File: config.mk
export PLATFORM = sky130hd
export DESIGN_NAME = ncmpp_host
export DESIGN_NICKNAME = d
export VERILOG_FILES = /design/src/ncmpp_pkg.sv /design/src/ncmpp_axil.sv /design/src/ncmpp_pin_cycle.sv /design/src/ncmpp_host.sv
export SDC_FILE = /design/constraint.sdc
export NUM_CORES = 1
export LEC_CHECK = 0
export ABC_AREA = 1
export BUFFER_PORTS_ARGS = -buffer_cell sky130_fd_sc_hd__clkbuf_2
export CAP_MARGIN = 20
export CORE_ASPECT_RATIO = 0.5
export CORE_UTILIZATION = 45
export DETAILED_ROUTE_END_ITERATION = 6
export PLACE_DENSITY = 0.66
export SLEW_MARGIN = 20
export SYNTH_ARGS = -nofsm -noshare
export SYNTH_HDL_FRONTEND = slang
export SYNTH_SLANG_ARGS = --single-unit
File: constraint.sdc
create_clock -name aclk -period 6.14 [get_ports aclk]
set_clock_uncertainty 0.05 [all_clocks]
set_input_delay 0.921 -clock aclk [delete_from_list [all_inputs] [get_ports aclk]]
set_output_delay 0.921 -clock aclk [all_outputs]
set_load 0.005 [all_outputs]
File: src/ncmpp_pkg.sv
package ncmpp_pkg;

  localparam int AXI_AW = 8;

  // Register byte offsets
  localparam logic [7:0] REG_CTRL = 8'h00;
  localparam logic [7:0] REG_COL = 8'h04;
  localparam logic [7:0] REG_ROW = 8'h08;
  localparam logic [7:0] REG_DATA = 8'h0c;
  localparam logic [7:0] REG_STAT = 8'h10;
  localparam logic [7:0] REG_WPCTL = 8'h14;

  // Control fields
  localparam int CTRL_OP_LSB = 0;
  localparam int CTRL_SECOND_BIT = 3;
  localparam int CTRL_CFM_LSB = 4;
  localparam int CTRL_EXT_BIT = 6;
  localparam logic [2:0] OP_SETUP = 3'h1;
  localparam logic [2:0] OP_CONFIRM = 3'h2;
  localparam logic [2:0] OP_STATUS = 3'h3;
  localparam logic [2:0] OP_RESET = 3'h4;
  localparam logic [1:0] CFM_11 = 2'h0;
  localparam logic [1:0] CFM_15 = 2'h1;
  localparam logic [1:0] CFM_10 = 2'h2;

  // Status fields
  localparam int STAT_BUSY_BIT = 0;
  localparam int STAT_ERR_BIT = 1;
  localparam int STAT_RB_BIT = 2;
  localparam int STAT_CACHED_BIT = 3;
  localparam int STAT_MULTI_BIT = 4;
  localparam int STAT_BYTE_LSB = 8;
  localparam int STAT_PAGES_LSB = 16;

  // Device commands
  localparam logic [7:0] CMD_SETUP1 = 8'h80;
  localparam logic [7:0] CMD_SETUP2 = 8'h81;
  localparam logic [7:0] CMD_DIST1 = 8'h11;
  localparam logic [7:0] CMD_CACHE = 8'h15;
  localparam logic [7:0] CMD_PROG = 8'h10;
  localparam logic [7:0] CMD_STAT = 8'h70;
  localparam logic [7:0] CMD_STAT_EXT = 8'h71;
  localparam logic [7:0] CMD_RESET = 8'hff;

  // Address layout
  localparam int ADDR_CYCLES = 5;
  localparam int COL_W = 13;
  localparam int ROW_W = 18;
  localparam int PAGE_W = 6;
  localparam logic [5:0] LAST_PAGE = 6'h3f;
  localparam int HALF_BIT = 11;

  // Pin timing
  localparam int CLK_PERIOD_NS = 25;
  localparam int T_SETUP_NS = 25;
  localparam int T_PULSE_NS = 25;
  localparam int T_HOLD_NS = 25;
  localparam int T_WB_NS = 100;
  localparam int T_SETUP_CYC = (T_SETUP_NS + CLK_PERIOD_NS - 1) / CLK_PERIOD_NS;
  localparam int T_PULSE_CYC = (T_PULSE_NS + CLK_PERIOD_NS - 1) / CLK_PERIOD_NS;
  localparam int T_HOLD_CYC = (T_HOLD_NS + CLK_PERIOD_NS - 1) / CLK_PERIOD_NS;
  localparam int T_WB_CYC = (T_WB_NS + CLK_PERIOD_NS - 1) / CLK_PERIOD_NS;

  typedef enum logic [1:0] {K_CMD, K_ADDR, K_WR, K_RD} ncmpp_kind_t;

endpackage

File: src/ncmpp_axil.sv
`timescale 1ns/1ps
module ncmpp_axil
  import ncmpp_pkg::*;
(
  input wire logic aclk,
  input wire logic aresetn,
  input wire logic [AXI_AW-1:0] s_axi_awaddr,
  input wire logic s_axi_awvalid,
  output logic s_axi_awready,
  input wire logic [31:0] s_axi_wdata,
  input wire logic [3:0] s_axi_wstrb,
  input wire logic s_axi_wvalid,
  output logic s_axi_wready,
  output logic [1:0] s_axi_bresp,
  output logic s_axi_bvalid,
  input wire logic s_axi_bready,
  input wire logic [AXI_AW-1:0] s_axi_araddr,
  input wire logic s_axi_arvalid,
  output logic s_axi_arready,
  output logic [31:0] s_axi_rdata,
  output logic [1:0] s_axi_rresp,
  output logic s_axi_rvalid,
  input wire logic s_axi_rready,
  output logic wr_en,
  output logic [AXI_AW-1:0] wr_addr,
  output logic [31:0] wr_data,
  output logic [AXI_AW-1:0] rd_addr,
  input wire logic [31:0] rd_data
);

  typedef struct packed {
    logic awready;
    logic wready;
    logic aw_have;
    logic w_have;
    logic bvalid;
    logic arready;
    logic ar_pend;
    logic rvalid;
    logic [31:0] rdata;
    logic wr_en;
    logic [AXI_AW-1:0] wr_addr;
    logic [31:0] wr_data;
    logic [AXI_AW-1:0] rd_addr;
  } ncmpp_axil_t;

  ncmpp_axil_t s, next_s;

  always_comb begin
    next_s = s;
    next_s.wr_en = 1'b0;
    if (s_axi_awvalid && s.awready) begin
      next_s.aw_have = 1'b1;
      next_s.wr_addr = s_axi_awaddr;
    end
    if (s_axi_wvalid && s.wready) begin
      next_s.w_have = 1'b1;
      // A write without all four strobes still goes through, with zero in place of the data
      next_s.wr_data = (s_axi_wstrb == 4'hf) ? s_axi_wdata : 32'h0000_0000;
    end
    if (s.aw_have && s.w_have && !s.bvalid) begin
      next_s.wr_en = 1'b1;
      next_s.bvalid = 1'b1;
      next_s.aw_have = 1'b0;
      next_s.w_have = 1'b0;
    end
    if (s.bvalid && s_axi_bready) begin
      next_s.bvalid = 1'b0;
    end
    next_s.awready = !next_s.aw_have && !next_s.bvalid;
    next_s.wready = !next_s.w_have && !next_s.bvalid;
    if (s_axi_arvalid && s.arready) begin
      next_s.rd_addr = s_axi_araddr;
      next_s.ar_pend = 1'b1;
    end
    if (s.ar_pend) begin
      next_s.ar_pend = 1'b0;
      next_s.rvalid = 1'b1;
      next_s.rdata = rd_data;
    end
    if (s.rvalid && s_axi_rready) begin
      next_s.rvalid = 1'b0;
    end
    next_s.arready = !next_s.ar_pend && !next_s.rvalid;
  end

  always_ff @(posedge aclk) begin
    if (!aresetn) begin
      s <= '0;
    end else begin
      s <= next_s;
    end
  end

  assign s_axi_awready = s.awready;
  assign s_axi_wready = s.wready;
  assign s_axi_bvalid = s.bvalid;
  assign s_axi_bresp = 2'h0;
  assign s_axi_arready = s.arready;
  assign s_axi_rvalid = s.rvalid;
  assign s_axi_rdata = s.rdata;
  assign s_axi_rresp = 2'h0;
  assign wr_en = s.wr_en;
  assign wr_addr = s.wr_addr;
  assign wr_data = s.wr_data;
  assign rd_addr = s.rd_addr;

endmodule

File: src/ncmpp_pin_cycle.sv
`timescale 1ns/1ps
module ncmpp_pin_cycle
  import ncmpp_pkg::*;
(
  input wire logic aclk,
  input wire logic aresetn,
  input wire logic start,
  input wire ncmpp_kind_t kind,
  input wire logic [7:0] byte_out,
  input wire logic [7:0] io_in,
  output logic cle,
  output logic ale,
  output logic we_n,
  output logic re_n,
  output logic [7:0] io_out,
  output logic io_oe,
  output logic [7:0] byte_in,
  output logic done
);

  typedef enum logic [1:0] {E_IDLE, E_SETUP, E_PULSE, E_HOLD} ncmpp_ph_t;

  typedef struct packed {
    ncmpp_ph_t ph;
    logic [3:0] cnt;
    logic rd;
    logic cle;
    logic ale;
    logic we_n;
    logic re_n;
    logic [7:0] io_out;
    logic io_oe;
    logic [7:0] byte_in;
    logic done;
  } ncmpp_pc_t;

  ncmpp_pc_t s, next_s;

  always_comb begin
    next_s = s;
    next_s.done = 1'b0;
    case (s.ph)
      E_IDLE: begin
        if (start) begin
          next_s.ph = E_SETUP;
          next_s.cnt = 4'(T_SETUP_CYC - 1);
          next_s.rd = (kind == K_RD);
          next_s.cle = (kind == K_CMD);
          next_s.ale = (kind == K_ADDR);
          next_s.io_out = byte_out;
          next_s.io_oe = (kind != K_RD);
        end
      end
      E_SETUP: begin
        if (s.cnt == 4'h0) begin
          next_s.ph = E_PULSE;
          next_s.cnt = 4'(T_PULSE_CYC - 1);
          next_s.we_n = s.rd;
          next_s.re_n = !s.rd;
        end else begin
          next_s.cnt = s.cnt - 4'h1;
        end
      end
      E_PULSE: begin
        if (s.cnt == 4'h0) begin
          next_s.ph = E_HOLD;
          next_s.cnt = 4'(T_HOLD_CYC - 1);
          next_s.we_n = 1'b1;
          next_s.re_n = 1'b1;
          if (s.rd) begin
            next_s.byte_in = io_in;
          end
        end else begin
          next_s.cnt = s.cnt - 4'h1;
        end
      end
      E_HOLD: begin
        if (s.cnt == 4'h0) begin
          next_s.ph = E_IDLE;
          next_s.cle = 1'b0;
          next_s.ale = 1'b0;
          next_s.io_oe = 1'b0;
          next_s.done = 1'b1;
        end else begin
          next_s.cnt = s.cnt - 4'h1;
        end
      end
      default: next_s.ph = E_IDLE;
    endcase
  end

  always_ff @(posedge aclk) begin
    if (!aresetn) begin
      s <= '0;
      s.we_n <= 1'b1;
      s.re_n <= 1'b1;
    end else begin
      s <= next_s;
    end
  end

  assign cle = s.cle;
  assign ale = s.ale;
  assign we_n = s.we_n;
  assign re_n = s.re_n;
  assign io_out = s.io_out;
  assign io_oe = s.io_oe;
  assign byte_in = s.byte_in;
  assign done = s.done;

endmodule

File: src/ncmpp_host.sv
// Design decisions made here: the AXI4-Lite slave port and the register addresses.
`timescale 1ns/1ps
// Functional notes
// - Sequence ends with 10h; wait ready
// - Block change forces sequence restart
// - 64 incrementing pages, finish 81h-10h
// - Paired blocks stay in one half
// - One block per district, same page
// - Only 70h or reset between 11h/81h; code also takes 71h there
// - Started sequence takes only sequence commands
module ncmpp_host
  import ncmpp_pkg::*;
(
  input wire logic aclk,
  input wire logic aresetn,
  input wire logic [AXI_AW-1:0] s_axi_awaddr,
  input wire logic s_axi_awvalid,
  output logic s_axi_awready,
  input wire logic [31:0] s_axi_wdata,
  input wire logic [3:0] s_axi_wstrb,
  input wire logic s_axi_wvalid,
  output logic s_axi_wready,
  output logic [1:0] s_axi_bresp,
  output logic s_axi_bvalid,
  input wire logic s_axi_bready,
  input wire logic [AXI_AW-1:0] s_axi_araddr,
  input wire logic s_axi_arvalid,
  output logic s_axi_arready,
  output logic [31:0] s_axi_rdata,
  output logic [1:0] s_axi_rresp,
  output logic s_axi_rvalid,
  input wire logic s_axi_rready,
  output logic ce_n,
  output logic cle,
  output logic ale,
  output logic we_n,
  output logic re_n,
  output logic wp_n,
  input wire logic [7:0] io_in,
  output logic [7:0] io_out,
  output logic io_oe,
  input wire logic ready_busy_output
);

  typedef enum logic [2:0] {
    S_IDLE, S_CMD, S_ADDR, S_DATA, S_WB, S_WAIT_RB, S_STAT_RD
  } ncmpp_st_t;

  typedef enum logic [1:0] {P_NONE, P_ADDR1, P_WAIT2, P_ADDR2} ncmpp_ph_t;

  typedef struct packed {
    ncmpp_st_t st;
    ncmpp_ph_t ph;
    logic cached;
    logic multi;
    logic [7:0] cmd;
    logic [2:0] aidx;
    logic [3:0] wb_cnt;
    logic [COL_W-1:0] col;
    logic [ROW_W-1:0] row;
    logic [11:0] first_blk;
    logic [PAGE_W-1:0] first_pg;
    logic [11:0] seq_blk;
    logic [PAGE_W-1:0] seq_pg;
    logic [6:0] pages;
    logic [7:0] stat_byte;
    logic [7:0] data_rd;
    logic err;
    logic ce_n;
    logic wp_n;
    logic eng_start;
    ncmpp_kind_t eng_kind;
    logic [7:0] eng_byte;
  } ncmpp_host_t;

  ncmpp_host_t s, next_s;

  logic wr_en;
  logic [AXI_AW-1:0] wr_addr;
  logic [31:0] wr_data;
  logic [AXI_AW-1:0] rd_addr;
  logic [31:0] rd_data;
  logic eng_done;
  logic [7:0] eng_in;

  // Address cycle byte: two column bytes, then three row bytes
  function automatic logic [7:0] addr_byte(input logic [2:0] idx,
                                           input logic [COL_W-1:0] c,
                                           input logic [ROW_W-1:0] r);
    logic [7:0] b;
    b = 8'h00;
    case (idx)
      3'h0: b = c[7:0];
      3'h1: b = {3'h0, c[12:8]};
      3'h2: b = r[7:0];
      3'h3: b = r[15:8];
      default: b = {6'h00, r[17:16]};
    endcase
    return b;
  endfunction

  function automatic logic [11:0] blk_of(input logic [ROW_W-1:0] r);
    return r[ROW_W-1:PAGE_W];
  endfunction

  ncmpp_axil u_axil (
    .aclk(aclk),
    .aresetn(aresetn),
    .s_axi_awaddr(s_axi_awaddr),
    .s_axi_awvalid(s_axi_awvalid),
    .s_axi_awready(s_axi_awready),
    .s_axi_wdata(s_axi_wdata),
    .s_axi_wstrb(s_axi_wstrb),
    .s_axi_wvalid(s_axi_wvalid),
    .s_axi_wready(s_axi_wready),
    .s_axi_bresp(s_axi_bresp),
    .s_axi_bvalid(s_axi_bvalid),
    .s_axi_bready(s_axi_bready),
    .s_axi_araddr(s_axi_araddr),
    .s_axi_arvalid(s_axi_arvalid),
    .s_axi_arready(s_axi_arready),
    .s_axi_rdata(s_axi_rdata),
    .s_axi_rresp(s_axi_rresp),
    .s_axi_rvalid(s_axi_rvalid),
    .s_axi_rready(s_axi_rready),
    .wr_en(wr_en),
    .wr_addr(wr_addr),
    .wr_data(wr_data),
    .rd_addr(rd_addr),
    .rd_data(rd_data)
  );

  ncmpp_pin_cycle u_pin (
    .aclk(aclk),
    .aresetn(aresetn),
    .start(s.eng_start),
    .kind(s.eng_kind),
    .byte_out(s.eng_byte),
    .io_in(io_in),
    .cle(cle),
    .ale(ale),
    .we_n(we_n),
    .re_n(re_n),
    .io_out(io_out),
    .io_oe(io_oe),
    .byte_in(eng_in),
    .done(eng_done)
  );

  ////////////////////////////////////////////////////////////////////////////

  always_comb begin
    rd_data = 32'h0000_0000;
    case (rd_addr)
      REG_COL: rd_data[COL_W-1:0] = s.col;
      REG_ROW: rd_data[ROW_W-1:0] = s.row;
      REG_DATA: rd_data[7:0] = s.data_rd;
      REG_WPCTL: rd_data[0] = !s.wp_n;
      REG_STAT: begin
        rd_data[STAT_BUSY_BIT] = (s.st != S_IDLE);
        rd_data[STAT_ERR_BIT] = s.err;
        rd_data[STAT_RB_BIT] = ready_busy_output;
        rd_data[STAT_CACHED_BIT] = s.cached;
        rd_data[STAT_MULTI_BIT] = s.multi;
        rd_data[STAT_BYTE_LSB +: 8] = s.stat_byte;
        rd_data[STAT_PAGES_LSB +: 7] = s.pages;
      end
      default: rd_data = 32'h0000_0000;
    endcase
  end

  ////////////////////////////////////////////////////////////////////////////

  always_comb begin
    logic [2:0] op;
    logic [1:0] cfm;
    logic second;
    logic ok;
    logic [11:0] blk;
    logic [PAGE_W-1:0] pg;
    op = wr_data[CTRL_OP_LSB +: 3];
    cfm = wr_data[CTRL_CFM_LSB +: 2];
    second = wr_data[CTRL_SECOND_BIT];
    ok = 1'b0;
    blk = blk_of(s.row);
    pg = s.row[PAGE_W-1:0];
    next_s = s;
    next_s.eng_start = 1'b0;
    if (wr_en) begin
      case (wr_addr)
        REG_COL: next_s.col = wr_data[COL_W-1:0];
        REG_ROW: next_s.row = wr_data[ROW_W-1:0];
        REG_WPCTL: next_s.wp_n = !wr_data[0];
        REG_STAT: begin
          if (wr_data[STAT_ERR_BIT]) begin
            next_s.err = 1'b0;
          end
        end
        REG_DATA: begin
          if (s.st == S_IDLE && (s.ph == P_ADDR1 || s.ph == P_ADDR2)) begin
            next_s.st = S_DATA;
            next_s.eng_start = 1'b1;
            next_s.eng_kind = K_WR;
            next_s.eng_byte = wr_data[7:0];
          end else begin
            next_s.err = 1'b1;
          end
        end
        REG_CTRL: begin
          if (s.st != S_IDLE) begin
            next_s.err = 1'b1;
          end else begin
            case (op)
              OP_SETUP: begin
                if (second) begin
                  ok = s.ph == P_WAIT2 && blk[0] != s.first_blk[0]
                       && blk[HALF_BIT] == s.first_blk[HALF_BIT]
                       && pg == s.first_pg;
                end else begin
                  // A cached run may only move to the next page of its block
                  ok = s.ph == P_NONE && (!s.cached ||
                       (blk == s.seq_blk && pg == s.seq_pg + 6'h1));
                end
                if (ok) begin
                  next_s.cmd = second ? CMD_SETUP2 : CMD_SETUP1;
                  next_s.ph = second ? P_ADDR2 : P_ADDR1;
                  if (!second) begin
                    next_s.first_blk = blk;
                    next_s.first_pg = pg;
                    next_s.seq_blk = blk;
                    next_s.seq_pg = pg;
                    if (!s.cached) begin
                      next_s.multi = 1'b0;
                      next_s.pages = 7'h00;
                    end
                  end
                end
              end
              OP_CONFIRM: begin
                case (cfm)
                  CFM_11: begin
                    ok = s.ph == P_ADDR1 && (!s.cached || s.multi);
                    next_s.cmd = CMD_DIST1;
                  end
                  CFM_15: begin
                    ok = (s.ph == P_ADDR2 ||
                         (s.ph == P_ADDR1 && !s.multi))
                         && s.first_pg != LAST_PAGE;
                    next_s.cmd = CMD_CACHE;
                  end
                  CFM_10: begin
                    ok = s.ph == P_ADDR2 || (s.ph == P_ADDR1 && !s.multi);
                    next_s.cmd = CMD_PROG;
                  end
                  default: ok = 1'b0;
                endcase
                if (ok) begin
                  if (cfm == CFM_11) begin
                    next_s.ph = P_WAIT2;
                    next_s.multi = 1'b1;
                  end else begin
                    next_s.ph = P_NONE;
                    next_s.cached = (cfm == CFM_15);
                    next_s.pages = s.pages + 7'h1;
                  end
                end
              end
              OP_STATUS: begin
                // Only status or reset may break in between the two districts
                ok = s.ph == P_NONE || s.ph == P_WAIT2;
                next_s.cmd = wr_data[CTRL_EXT_BIT] ? CMD_STAT_EXT : CMD_STAT;
              end
              OP_RESET: begin
                ok = 1'b1;
                next_s.cmd = CMD_RESET;
                next_s.ph = P_NONE;
                next_s.cached = 1'b0;
                next_s.multi = 1'b0;
                next_s.pages = 7'h00;
              end
              default: ok = 1'b0;
            endcase
            // Any other order is refused before it reaches the pins
            if (ok) begin
              next_s.st = S_CMD;
              next_s.eng_start = 1'b1;
              next_s.eng_kind = K_CMD;
              next_s.eng_byte = next_s.cmd;
            end else begin
              next_s = s;
              next_s.eng_start = 1'b0;
              next_s.err = 1'b1;
            end
          end
        end
        default: ;
      endcase
    end

    case (s.st)
      S_IDLE: ;
      S_CMD: begin
        if (eng_done) begin
          case (s.cmd)
            CMD_SETUP1, CMD_SETUP2: begin
              next_s.st = S_ADDR;
              next_s.aidx = 3'h0;
              next_s.eng_start = 1'b1;
              next_s.eng_kind = K_ADDR;
              next_s.eng_byte = addr_byte(3'h0, s.col, s.row);
            end
            CMD_STAT, CMD_STAT_EXT: begin
              next_s.st = S_STAT_RD;
              next_s.eng_start = 1'b1;
              next_s.eng_kind = K_RD;
            end
            default: begin
              // Device raises busy only after the confirm strobe
              next_s.st = S_WB;
              next_s.wb_cnt = 4'(T_WB_CYC - 1);
            end
          endcase
        end
      end
      S_ADDR: begin
        if (eng_done) begin
          if (s.aidx == 3'(ADDR_CYCLES - 1)) begin
            next_s.st = S_IDLE;
          end else begin
            next_s.aidx = s.aidx + 3'h1;
            next_s.eng_start = 1'b1;
            next_s.eng_kind = K_ADDR;
            next_s.eng_byte = addr_byte(s.aidx + 3'h1, s.col, s.row);
          end
        end
      end
      S_DATA: begin
        if (eng_done) begin
          next_s.st = S_IDLE;
        end
      end
      S_WB: begin
        if (s.wb_cnt == 4'h0) begin
          next_s.st = S_WAIT_RB;
        end else begin
          next_s.wb_cnt = s.wb_cnt - 4'h1;
        end
      end
      S_WAIT_RB: begin
        // Cache transfer or final program must finish first
        if (ready_busy_output) begin
          if (s.cmd == CMD_CACHE || s.cmd == CMD_PROG) begin
            next_s.st = S_CMD;
            next_s.cmd = s.multi ? CMD_STAT_EXT : CMD_STAT;
            next_s.eng_start = 1'b1;
            next_s.eng_kind = K_CMD;
            next_s.eng_byte = s.multi ? CMD_STAT_EXT : CMD_STAT;
          end else begin
            next_s.st = S_IDLE;
          end
        end
      end
      S_STAT_RD: begin
        if (eng_done) begin
          // Whole byte kept: page, cache and district results
          next_s.stat_byte = eng_in;
          next_s.data_rd = eng_in;
          next_s.st = S_IDLE;
        end
      end
      default: next_s.st = S_IDLE;
    endcase
    next_s.ce_n = (next_s.st == S_IDLE);
  end

  always_ff @(posedge aclk) begin
    if (!aresetn) begin
      s <= '0;
      s.ce_n <= 1'b1;
      s.wp_n <= 1'b1;
    end else begin
      s <= next_s;
    end
  end

  assign ce_n = s.ce_n;
  assign wp_n = s.wp_n;

endmodule

After elaboration in Yosys (flattened, before gate mapping)
Index checks and enable logic that the tools add are counted.

Divide/modulo/power cells: 0. Equality and inequality tests: 65. $mul: 0. Shifts and indexed selects: 0. Reductions and logical operators: 72. Add/sub/neg operators: 5. Bitwise gates (word level): 2. Mux-type cells: 132. $lt $le $gt $ge: 0.

Operators with widths (count): $mux W43 (6); $mux W112 (2); $mux W126 (1); $mux W11 (7); $pmux W8 S4 (2); $mux W59 (1); $mux W8 (7); $mux W9 (6); $eq A8 B5 Y1 const B (6); $mux W3 (12); $mux W36 (1); $pmux W18 S2 (1); $mux W34 (1); $mux W1 (33); $pmux W11 S3 (1); $eq A8 B4 Y1 const B (4); $mux W16 (2); $mux W4 (8); $ne A5 B5 Y1 const B (6); $mux W7 (4); $pmux W13 S2 (1); $pmux W3 S2 (4); $pmux W6 S4 (1); $pmux W8 S3 (1); 58 further kinds (158).

Bits in read-only memories: 0. Register bits after elaboration: 221. Bits in latches: 0. Bits in writable memories: 0. Output and inout bits: 56. Logic and storage cells: 322. Memories kept: 0. Bits of input ports: 68.

Logic depth before layout (Yosys ltp)
Gate-level depths: netlist of run 1.

Depth after elaboration: 27. Depth in mapped cells: 22. Depth with buffers taken out: 22.

Hierarchy
Synthesis of run 1 repeated with hierarchy kept, for this count alone.

Cell total of the unflattened synthesis: 1666. Area, all modules: 11511.0 um^2.

By module, submodules not included: ncmpp_host (seq. area each 2001.9 um^2, times used 1, area each 6043.3 um^2, cells each 926); ncmpp_axil (seq. area each 1781.7 um^2, times used 1, area each 3985.1 um^2, cells each 537); ncmpp_pin_cycle (seq. area each 580.6 um^2, times used 1, area each 1482.7 um^2, cells each 203).

Worst setup path before layout of run 1
OpenSTA, ideal clock, no wires.

Kind: flip-flop to flip-flop. Start point: register s[108] (netlist bit). End point: register s[4] (netlist bit). Arrival time: 2.201 ns. Data required time: 5.958 ns. Slack: 3.756 ns. Path buffers: 0. Cell stages (with the launch flop): 12. Setup time: 0.132 ns. Period minus slack after synthesis: 2.384 ns. Cell sequence: dfxtp_1 ha_1 ha_1 inv_1 nand2_1 inv_1 nor4_1 nor2_1 nand2_1 o21ai_0 a221oi_1 a21oi_1.

Longest elaborated chain between the ends: 6. Elaborated cells between the ends (all ways): 10. Classes of those cells: add/sub (1); eq/ne (4); mux (4); reduce/logical (1).

Ends and longest elaborated chain: start, declared (line ncmpp_host.sv:76) `ncmpp_host_t s, next_s;`; start signal, assigned (line ncmpp_host.sv:382) `s <= next_s;`; $add A3 B1 Y3 (line ncmpp_host.sv:333) `next_s.eng_byte = addr_byte(s.aidx + 3'h1, s.col, s.row);`; $eq A3 B2 Y1 (tied with other cells) (line ncmpp_host.sv:92) `case (idx)`; $pmux W8 S4 (line ncmpp_host.sv:92); $mux W11 * (line ncmpp_host.sv:327) `if (s.aidx == 3'(ADDR_CYCLES - 1)) begin`; $mux W11 * (line ncmpp_host.sv:326) `if (eng_done) begin`; $pmux W11 S3 * (line ncmpp_host.sv:300) `case (s.st)`.

Every way passes the cells marked *; elsewhere a longest branch is shown, timed or not. A chain may end at the register's enable or synchronous reset.

Worst setup path in the final report of run 1
Ends and elaborated chain as after synthesis.

==> results of run 1 <==
[kinds of logic after synthesis]
family                   after synthesis  synth area share
flip-flops                           195             0.400
XOR/XNOR                              14            0.0126
buffers and inverters                285             0.130
other                                  1          0.000385
AND/OR/NAND/NOR                      463             0.204
AO/OA/AOI/OAI                        383             0.232
adder cells (fa/ha/maj)               16            0.0205
[routing by layer]
| layer | part of all wire | vias up |
|---|---|---|
| li1 | - | 4533 |
| met1 | 0.51 | 4189 |
| met2 | 0.40 | 293 |
| met3 | 0.081 | 17 |
| met4 | 0.0070 | 0 |
| met5 | 0 | - |
[synthesized netlist by cell type, types with 10 or more instances]
cell	n
o22ai_1	21
o21ai_0	128
dfxtp_1	195
buf_4	45
nor2_1	137
nor3_1	20
a21oi_1	152
clkbuf_1	38
inv_1	187
nand3_1	41
nor4_1	10
nand4_1	13
xnor2_1	11
a211oi_2	18
ha_1	16
a211oi_1	21
nand2_1	218
[worst max path at each step]
stage | endpoint | slack, ps | cells past startpoint
5_1_grt | s[57]$_SDFFE_PN0P_ | 2660 | 11
3_5_place_dp | s[4]$_SDFF_PN0_ | 3040 | 11
2_1_floorplan | s[4]$_SDFF_PN0_ | 3760 | 11
3_3_place_gp | s[55]$_SDFFE_PN0P_ | 3050 | 11
4_1_cts | s[68]$_SDFFE_PN0P_ | 3010 | 11
6_report | s[4]$_SDFF_PN0_ | 2980 | 11
[state kept, by name (all words and copies together) (netlist names), 7 cells and up]
register / count
u_axil.rd_addr: 8
u_axil.wr_data: 18
s: 98
u_pin.s: 7
u_pin.byte_in: 8
u_axil.wr_addr: 8
u_axil.s_axi_rdata: 23
u_pin.io_out: 8
[report_power, final]
part / switching [uW] / internal, uW
combinational: 181 / 85.3
sequential: 25.4 / 1300
clock: 554 / 621
[final cells by class]
class	instances	share of cell area
clock buffers	17	0.0394
clock inverters	15	0.0180
inverters	196	0.0682
multi-input cells	889	0.430
flip-flops and latches	195	0.362
well taps	292	0.0339
repair buffers	101	0.0492
[through the flow]
step | instance area [sq um] | total power (uW) | instances | hold slack (ps)
floorplan | 9790 | 1540 | 1369 | 349
global placement | 10200 | 1610 | 1673 | 360
detailed placement | 10200 | 1620 | 1673 | 367
CTS | 10800 | 2780 | 1705 | 378
global route | 10800 | 2880 | 1705 | 406
finish | 10800 | 2770 | 1705 | 379
==> results.sh, run 1 <==
export IMPL_grt_pass1_wl_microns=43900
export IMPL_core_sq_um=20900
export IMPL_rr_startpoint="s[108]$_SDFFE_PN0P_"
export IMPL_layout_common_cells="218 x nand2_1, 195 x dfxtp_1, 186 x inv_1"
export IMPL_drt_iter0_markers=774
export IMPL_grt_antenna_before_repair=0
export IMPL_cts_sinks=195
export IMPL_cts_inserted_buffers=17
export IMPL_hold_end="u_axil.s_axi_wready$_SDFF_PN0_"
export IMPL_crit_path_start_kind="register"
export IMPL_yosysSeqAreaShare=0.400
export IMPL_clock_latency_ps=450
export IMPL_period_share=0.515
export IMPL_dieHeight_microns=106
export IMPL_grt_pass1_vias=8257
export IMPL_dp_hpwl_microns=20800
export IMPL_use_met1=0.389
export IMPL_timing_fmax_mhz=316
export IMPL_setup_viol=0
export IMPL_layout_nets=1484
export IMPL_r2r_setup_slack_ps=2980
export IMPL_gp_congestion=0.942
export IMPL_hold_path_class="reg2reg"
export IMPL_vias=9032
export IMPL_synth_edff_count=0
export IMPL_fillCellCount=2121
export IMPL_crit_path_start="s[108]$_SDFFE_PN0P_"
export IMPL_grt_max_degree=95
export IMPL_cts_hold_buffers_added=0
export IMPL_grt_overflow_total=0
export IMPL_violations="DRC"
export IMPL_cts_root_buf="clkbuf_16"
export IMPL_insertedDiodeCount=0
export IMPL_post_cts_setup_buffers=0
export IMPL_cts_tree="done"
export IMPL_die_area_sq_um=22300
export IMPL_ctsHtreeMaxLevel=4
export IMPL_drive_gt1_frac=0.130
export IMPL_mostFrequentLayoutCell="nand2_1"
export IMPL_max_cap_violations=0
export IMPL_port_buffers=96
export IMPL_syn_area_sq_um=9750
export IMPL_hold_path_depth=1
export IMPL_critPathRequiredTime_ps=6410
export IMPL_die_w_microns=210
export IMPL_synth_cells=1357
export IMPL_final_antenna_net_count=0
export IMPL_crit_path_max_fanout=6
export IMPL_post_route_util=0.517
export IMPL_grt_met2_usage=0.365
export IMPL_totalWireLength_microns=27300
export IMPL_setup_slack_ps=2980
export IMPL_worstMarginPinSlew_ps=1080
export IMPL_dp_slack_ps=3040
export IMPL_yosysTopAreaCellShare=0.400
export IMPL_synth_area_top_cells="dfxtp_1 40%, nand2_1 8.4%, a21oi_1 7.8%, inv_1 7.2%, o21ai_0 6.6%"
export IMPL_maxSlewViolCount=0
export IMPL_tns_ps=0
export IMPL_relSlewSlack=0.282
export IMPL_clkTransAtPathRegs_ps=80
export IMPL_ys_flop_type="dfxtp_1"
export IMPL_drc=1
export IMPL_reg2reg_to="s[4]$_SDFF_PN0_"
export IMPL_power_density_nw_per_um2=256
export IMPL_r2r_cells=11
export IMPL_status="complete, but fails checks"
export IMPL_met3_usage=0.0499
export IMPL_finalHoldViolations=0
export IMPL_start_util=0.467
export IMPL_slowest_stage="nor4_1"
export IMPL_yosysTopAreaCell="dfxtp_1"
export IMPL_power_leakage_uw=0.00430
export IMPL_clockBufferDepth=2
export IMPL_synth_cell_types=47
export IMPL_peakVddDrop_mv=0.171
export IMPL_path_buf_inv=2
export IMPL_rsz0062_at_grt="false"
export IMPL_crit_chain="ha_1 > ha_1 > inv_1 > nand2_1 > inv_1 > nor4_1 > nor2_1 > nand2_1 > o21ai_0 > a221oi_1 > a21oi_1"
export IMPL_ys_warnings_count=0
export IMPL_crit_family="simple AND/OR/NAND/NOR gates"
export IMPL_critPathKind="reg2reg"
export IMPL_syn_avg_cell_area_sq_um=7.18
export IMPL_end_kind="register"
export IMPL_rows=37
export IMPL_ys_async_sr_fraction=0
export IMPL_seq_area_sq_um=3900
export IMPL_dr_pass1_iters=7
export IMPL_period_needed_ps=3160
export IMPL_ios=124
export IMPL_area_growth_pct=10.7
export IMPL_crit_path_max_incr_delay_ps=650
export IMPL_min_delay_start="u_axil.s[85]$_SDFF_PN0_"
export IMPL_multiInputGateArea_sq_um=4640
export IMPL_arrival_ps=3430
export IMPL_grt_busiest_layer="met1"
export IMPL_track_usage=0.255
export IMPL_synth_seq_cells=195
export IMPL_viasPerCell=5.30
export IMPL_cts_resized_gates=0
export IMPL_wire_per_inst_microns=16.0
(Power assumes the default switching activity.)
==> inputs of run 2 (changes only) <==
- clock period: 6.14 -> 3 ns (I/O delays scaled with it)
==> run 2 against run 1 <==
Compared with the run above:
- the flow now finishes without violations
- count of clock-buffer cells in the layout unchanged
- total power is 100% higher
- clock power increased by 97%
- critical endpoint is now s[3]$_SDFF_PN0_
==> results.sh, run 2 (same netlist as run 1, synthesis figures left out) <==
export IMPL_status="complete, no violations"
export IMPL_clockBufferDepth=2
export IMPL_maxSlewViolCount=0
export IMPL_rsz0062_at_grt="false"
export IMPL_start_util=0.467
export IMPL_rows=37
export IMPL_max_cap_violations=0
export IMPL_insertedDiodeCount=0
export IMPL_grt_overflow_total=0
export IMPL_period_share=0.944
export IMPL_viasPerCell=5.35
export IMPL_cts_root_buf="clkbuf_16"
export IMPL_grt_pass1_vias=8351
export IMPL_multiInputGateArea_sq_um=4630
export IMPL_crit_chain="inv_1 > nand2_1 > nand2_1 > nor4_1 > nand3_1 > nand2_2 > nand2_2 > nand2_4 > nand2_2 > nand2_1 > nand2_1 > nand2_1 > nand3_1 > a21oi_1 > nor2_1"
export IMPL_place_area_sq_um=10300
export IMPL_relSlewSlack=0.500
export IMPL_fillCellCount=2040
export IMPL_dieHeight_microns=106
export IMPL_pwr_share_comb=0.099
export IMPL_fin_area_sq_um=10900
export IMPL_switchingPower_uw=1560
export IMPL_min_delay_start="s_axi_wdata[16]"
export IMPL_ctsHtreeMaxLevel=4
export IMPL_vias=9220
export IMPL_period_needed_ps=2830
export IMPL_gp_congestion=0.976
export IMPL_post_cts_setup_buffers=0
export IMPL_worstMarginPinSlew_ps=749
export IMPL_wire_per_inst_microns=16.3
export IMPL_rr_startpoint="s[73]$_SDFFE_PN0P_"
export IMPL_p_sw_frac=0.280
export IMPL_cts_hold_buffers_added=0
export IMPL_peakVddDrop_mv=0.331
export IMPL_finalHoldViolations=0
export IMPL_end_kind="register"
export IMPL_drt_iter0_markers=739
export IMPL_clock_latency_ps=460
export IMPL_largest_reg_flops=98
export IMPL_hold_slack_ps=173
export IMPL_ios=124
export IMPL_seq_power_share=0.485
export IMPL_die_area_sq_um=22300
export IMPL_cts_inserted_buffers=17
export IMPL_track_usage=0.259
export IMPL_critPathRequiredTime_ps=3280
export IMPL_p_clk_frac=0.416
export IMPL_die_w_microns=210
export IMPL_final_antenna_net_count=0
export IMPL_grt_max_degree=95
export IMPL_layout_nets=1502
export IMPL_crit_path_start="s[73]$_SDFFE_PN0P_"
export IMPL_power_internal_uw=4030
export IMPL_tns_ps=0
export IMPL_cts_resized_gates=0
export IMPL_seq_area_sq_um=3900
export IMPL_slowest_stage="dfxtp_1"
export IMPL_mostFrequentLayoutCell="nand2_1"
export IMPL_timing_fmax_mhz=353
export IMPL_core_sq_um=20900
export IMPL_port_buffers=96
export IMPL_power_leakage_uw=0.00438
export IMPL_setup_viol=0
export IMPL_hold_path_class="in2reg"
export IMPL_arrival_ps=3110
export IMPL_crit_path_max_incr_delay_ps=500
export IMPL_clkTransAtPathRegs_ps=80
export IMPL_largest_register="s"
export IMPL_crit_path_max_fanout=5
export IMPL_area_growth_pct=11.9
export IMPL_dp_hpwl_microns=21200
export IMPL_cts_sinks=195
export IMPL_totalWireLength_microns=28200
export IMPL_cts_tree="done"
export IMPL_dr_pass1_iters=5
export IMPL_grt_antenna_before_repair=0
export IMPL_drc=0
export IMPL_critPathKind="reg2reg"
export IMPL_power_density_nw_per_um2=512
export IMPL_drive_gt1_frac=0.140
export IMPL_crit_top_cell="nand2_1"
export IMPL_crit_path_start_kind="register"
export IMPL_grt_pass1_wl_microns=44700
export IMPL_layout_common_cells="218 x nand2_1, 195 x dfxtp_1, 186 x inv_1"
run 2: path summary, 6_finish.rpt:
path,end,slack [ps],depth (start not counted)
setup / recovery,s[3]$_SDFF_PN0_,170,15
hold / removal,u_axil.wr_data[16]$_SDFFE_PN0P_,170,3
setup reg to reg,s[3]$_SDFF_PN0_,170,15
hold reg to reg,u_axil.s_axi_awready$_SDFF_PN0_,390,1
run 2: power by group through the flow:
stage | registers, uW | clock network [uW] | logic (uW)
floorplan | 2760 | 0 | 390
global placement | 2770 | 0 | 538
detailed placement | 2770 | 0 | 544
CTS | 2710 | 2350 | 548
global route | 2720 | 2460 | 631
finish | 2710 | 2330 | 553
run 2: layout make-up:
cell class	instances	share of cell area
multi-input combinational	889	0.425
sequential	195	0.358
inverter	196	0.0674
timing repair buffer	119	0.0622
clock buffer	17	0.0390
tap	292	0.0335
clock inverter	15	0.0153
run 2: routing by layer:
metal,global-route usage,up-vias,part of all wire
met4,0.0714,0,0.017
met3,0.0390,37,0.062
met5,0,-,0
met1,0.394,4291,0.52
met2,0.373,301,0.41
li1,-,4591,-
run 2: worst max-delay path: cells and delay by family (launching register included):
family          cells  cell delay [ps]
compound gates      1              140
flops               1              500
buf+inv             1              130
simple gates       13             1890
run 2: stage by stage:
step | setup slack, ps | instances | utilization | power [uW]
after CTS | 315 | 1723 | 0.523 | 5610
after floorplan | 616 | 1369 | - | 3150
after global placement | 380 | 1691 | 0.494 | 3310
after detailed placement | 334 | 1691 | 0.494 | 3320
after global routing | 25.3 | 1723 | 0.523 | 5810
final | 169 | 1723 | 0.523 | 5590
==> inputs of run 3 (changes only) <==
- PLACE_DENSITY: 0.66 -> 0.65
- SYNTH_HIERARCHICAL: not set -> 1
==> run 3 against run 2 <==
Compared with the run above:
- count of clock-buffer cells in the layout grew 10
- sequential power grew 8.5%
- routed wire length grew 8.2%
- total power grew 17%
==> results.sh, run 3 <==
export IMPL_status="complete, no violations"
export IMPL_drt_iter0_markers=870
export IMPL_grt_antenna_before_repair=0
export IMPL_die_w_microns=221
export IMPL_clockBufferDepth=3
export IMPL_rows=39
export IMPL_grt_pass1_vias=9026
export IMPL_hold_path_class="in2reg"
export IMPL_die_area_sq_um=24700
export IMPL_relSlewSlack=0.434
export IMPL_cts_inserted_buffers=20
export IMPL_grt_pass1_wl_microns=48600
export IMPL_crit_path_start_kind="register"
export IMPL_vias=9911
export IMPL_syn_area_sq_um=10800
export IMPL_tns_ps=0
export IMPL_rsz0062_at_grt="false"
export IMPL_power_density_nw_per_um2=557
export IMPL_cts_sinks=204
export IMPL_area_growth_pct=8.91
export IMPL_max_cap_violations=0
export IMPL_ys_warnings_count=6
export IMPL_gp_congestion=0.909
export IMPL_synth_cells=1565
export IMPL_cts_hold_buffers_added=0
export IMPL_worstMarginPinSlew_ps=848
export IMPL_post_cts_setup_buffers=0
export IMPL_grt_max_degree=160
export IMPL_timing_fmax_mhz=369
export IMPL_viasPerCell=5.16
export IMPL_period_share=0.902
export IMPL_power_leakage_uw=0.00513
export IMPL_dr_pass1_iters=5
export IMPL_mostFrequentLayoutCell="nand2_1"
export IMPL_wire_per_inst_microns=15.9
export IMPL_setup_viol=0
export IMPL_ios=124
export IMPL_clkTransAtPathRegs_ps=80
export IMPL_cts_tree="done"
export IMPL_ctsHtreeMaxLevel=1
export IMPL_core_sq_um=23200
export IMPL_crit_path_max_fanout=6
export IMPL_post_route_util=0.508
export IMPL_grt_overflow_total=0
export IMPL_port_buffers=105
export IMPL_cts_root_buf="clkbuf_16"
export IMPL_insertedDiodeCount=0
export IMPL_critPathRequiredTime_ps=3330
export IMPL_totalWireLength_microns=30500
export IMPL_final_antenna_net_count=0
export IMPL_layout_common_cells="292 x nand2_1, 205 x inv_1, 204 x dfxtp_1"
export IMPL_maxSlewViolCount=0
export IMPL_largest_register="s"
export IMPL_arrival_ps=3030
export IMPL_drive_gt1_frac=0.147
export IMPL_drc=0
export IMPL_track_usage=0.246
export IMPL_dp_hpwl_microns=23000
export IMPL_peakVddDrop_mv=0.321
export IMPL_end_kind="register"
export IMPL_finalHoldViolations=0
export IMPL_largest_reg_flops=98
export IMPL_critPathKind="reg2reg"
export IMPL_period_needed_ps=2710
export IMPL_syn_avg_cell_area_sq_um=6.91
export IMPL_cts_resized_gates=0
export IMPL_layout_nets=1684
export IMPL_clock_latency_ps=520
export IMPL_dieHeight_microns=112
export IMPL_start_util=0.466
-- run 3: area by class of cell --
| type | count | area (sq um) |
|---|---|---|
| flip-flops and latches | 204 | 4080 |
| fillers | 2351 | 11400 |
| clock inverters | 8 | 55.1 |
| well taps | 307 | 384 |
| inverters | 222 | 835 |
| multi-input cells | 1013 | 5020 |
| clock buffers | 27 | 587 |
| repair buffers | 139 | 808 |
-- run 3: final timing paths --
path	slack (ps)	from	endpoint	cells past startpoint
setup / recovery	290	s[109]$_SDFFE_PN0P_	s[6]$_SDFF_PN0_	12
hold / removal	100	s_axi_wdata[2]	u_axil/wr_data[2]$_SDFFE_PN0P_	3
setup reg to reg	290	s[109]$_SDFFE_PN0P_	s[6]$_SDFF_PN0_	12
hold reg to reg	400	u_axil/wr_data[16]$_SDFFE_PN0P_	s[89]$_SDFFE_PN0P_	2
-- run 3: through the flow --
step / setup WS (ps) / std cells / power (uW) / hold WS [ps] / area (sq um)
2_1_floorplan: 741 / 1576 / 3870 / 373 / 10900
3_3_place_gp: 400 / 1885 / 4080 / 384 / 11100
3_5_place_dp: 394 / 1885 / 4110 / 390 / 11100
4_1_cts: 361 / 1920 / 6610 / 90.5 / 11800
5_1_grt: 149 / 1920 / 6890 / 109 / 11800
6_report: 293 / 1920 / 6560 / 99.9 / 11800
-- run 3: critical path, cell delays in order, from the launching register on --
cell	delay, ps
dfxtp_1	340
ha_1	190
ha_1	290
inv_1	70
nand2_1	190
inv_1	130
nor4_1	280
buf_4	180
nor2_1	70
nand2_1	90
o21ai_0	120
a221oi_1	450
a21oi_1	120
-- run 3: routing by layer --
metal,routed length [microns],track usage,vias to the layer above
met4,487,0.0476,0
met1,15500,0.366,4590
met5,0,0,-
li1,-,-,5019
met2,12700,0.374,264
met3,1790,0.0406,38
-- run 3: report_power, final --
part | internal (uW) | switching [uW] | total [uW]
Sequential | 2840 | 95.7 | 2940
Clock | 1380 | 1130 | 2510
Combinational | 398 | 718 | 1120
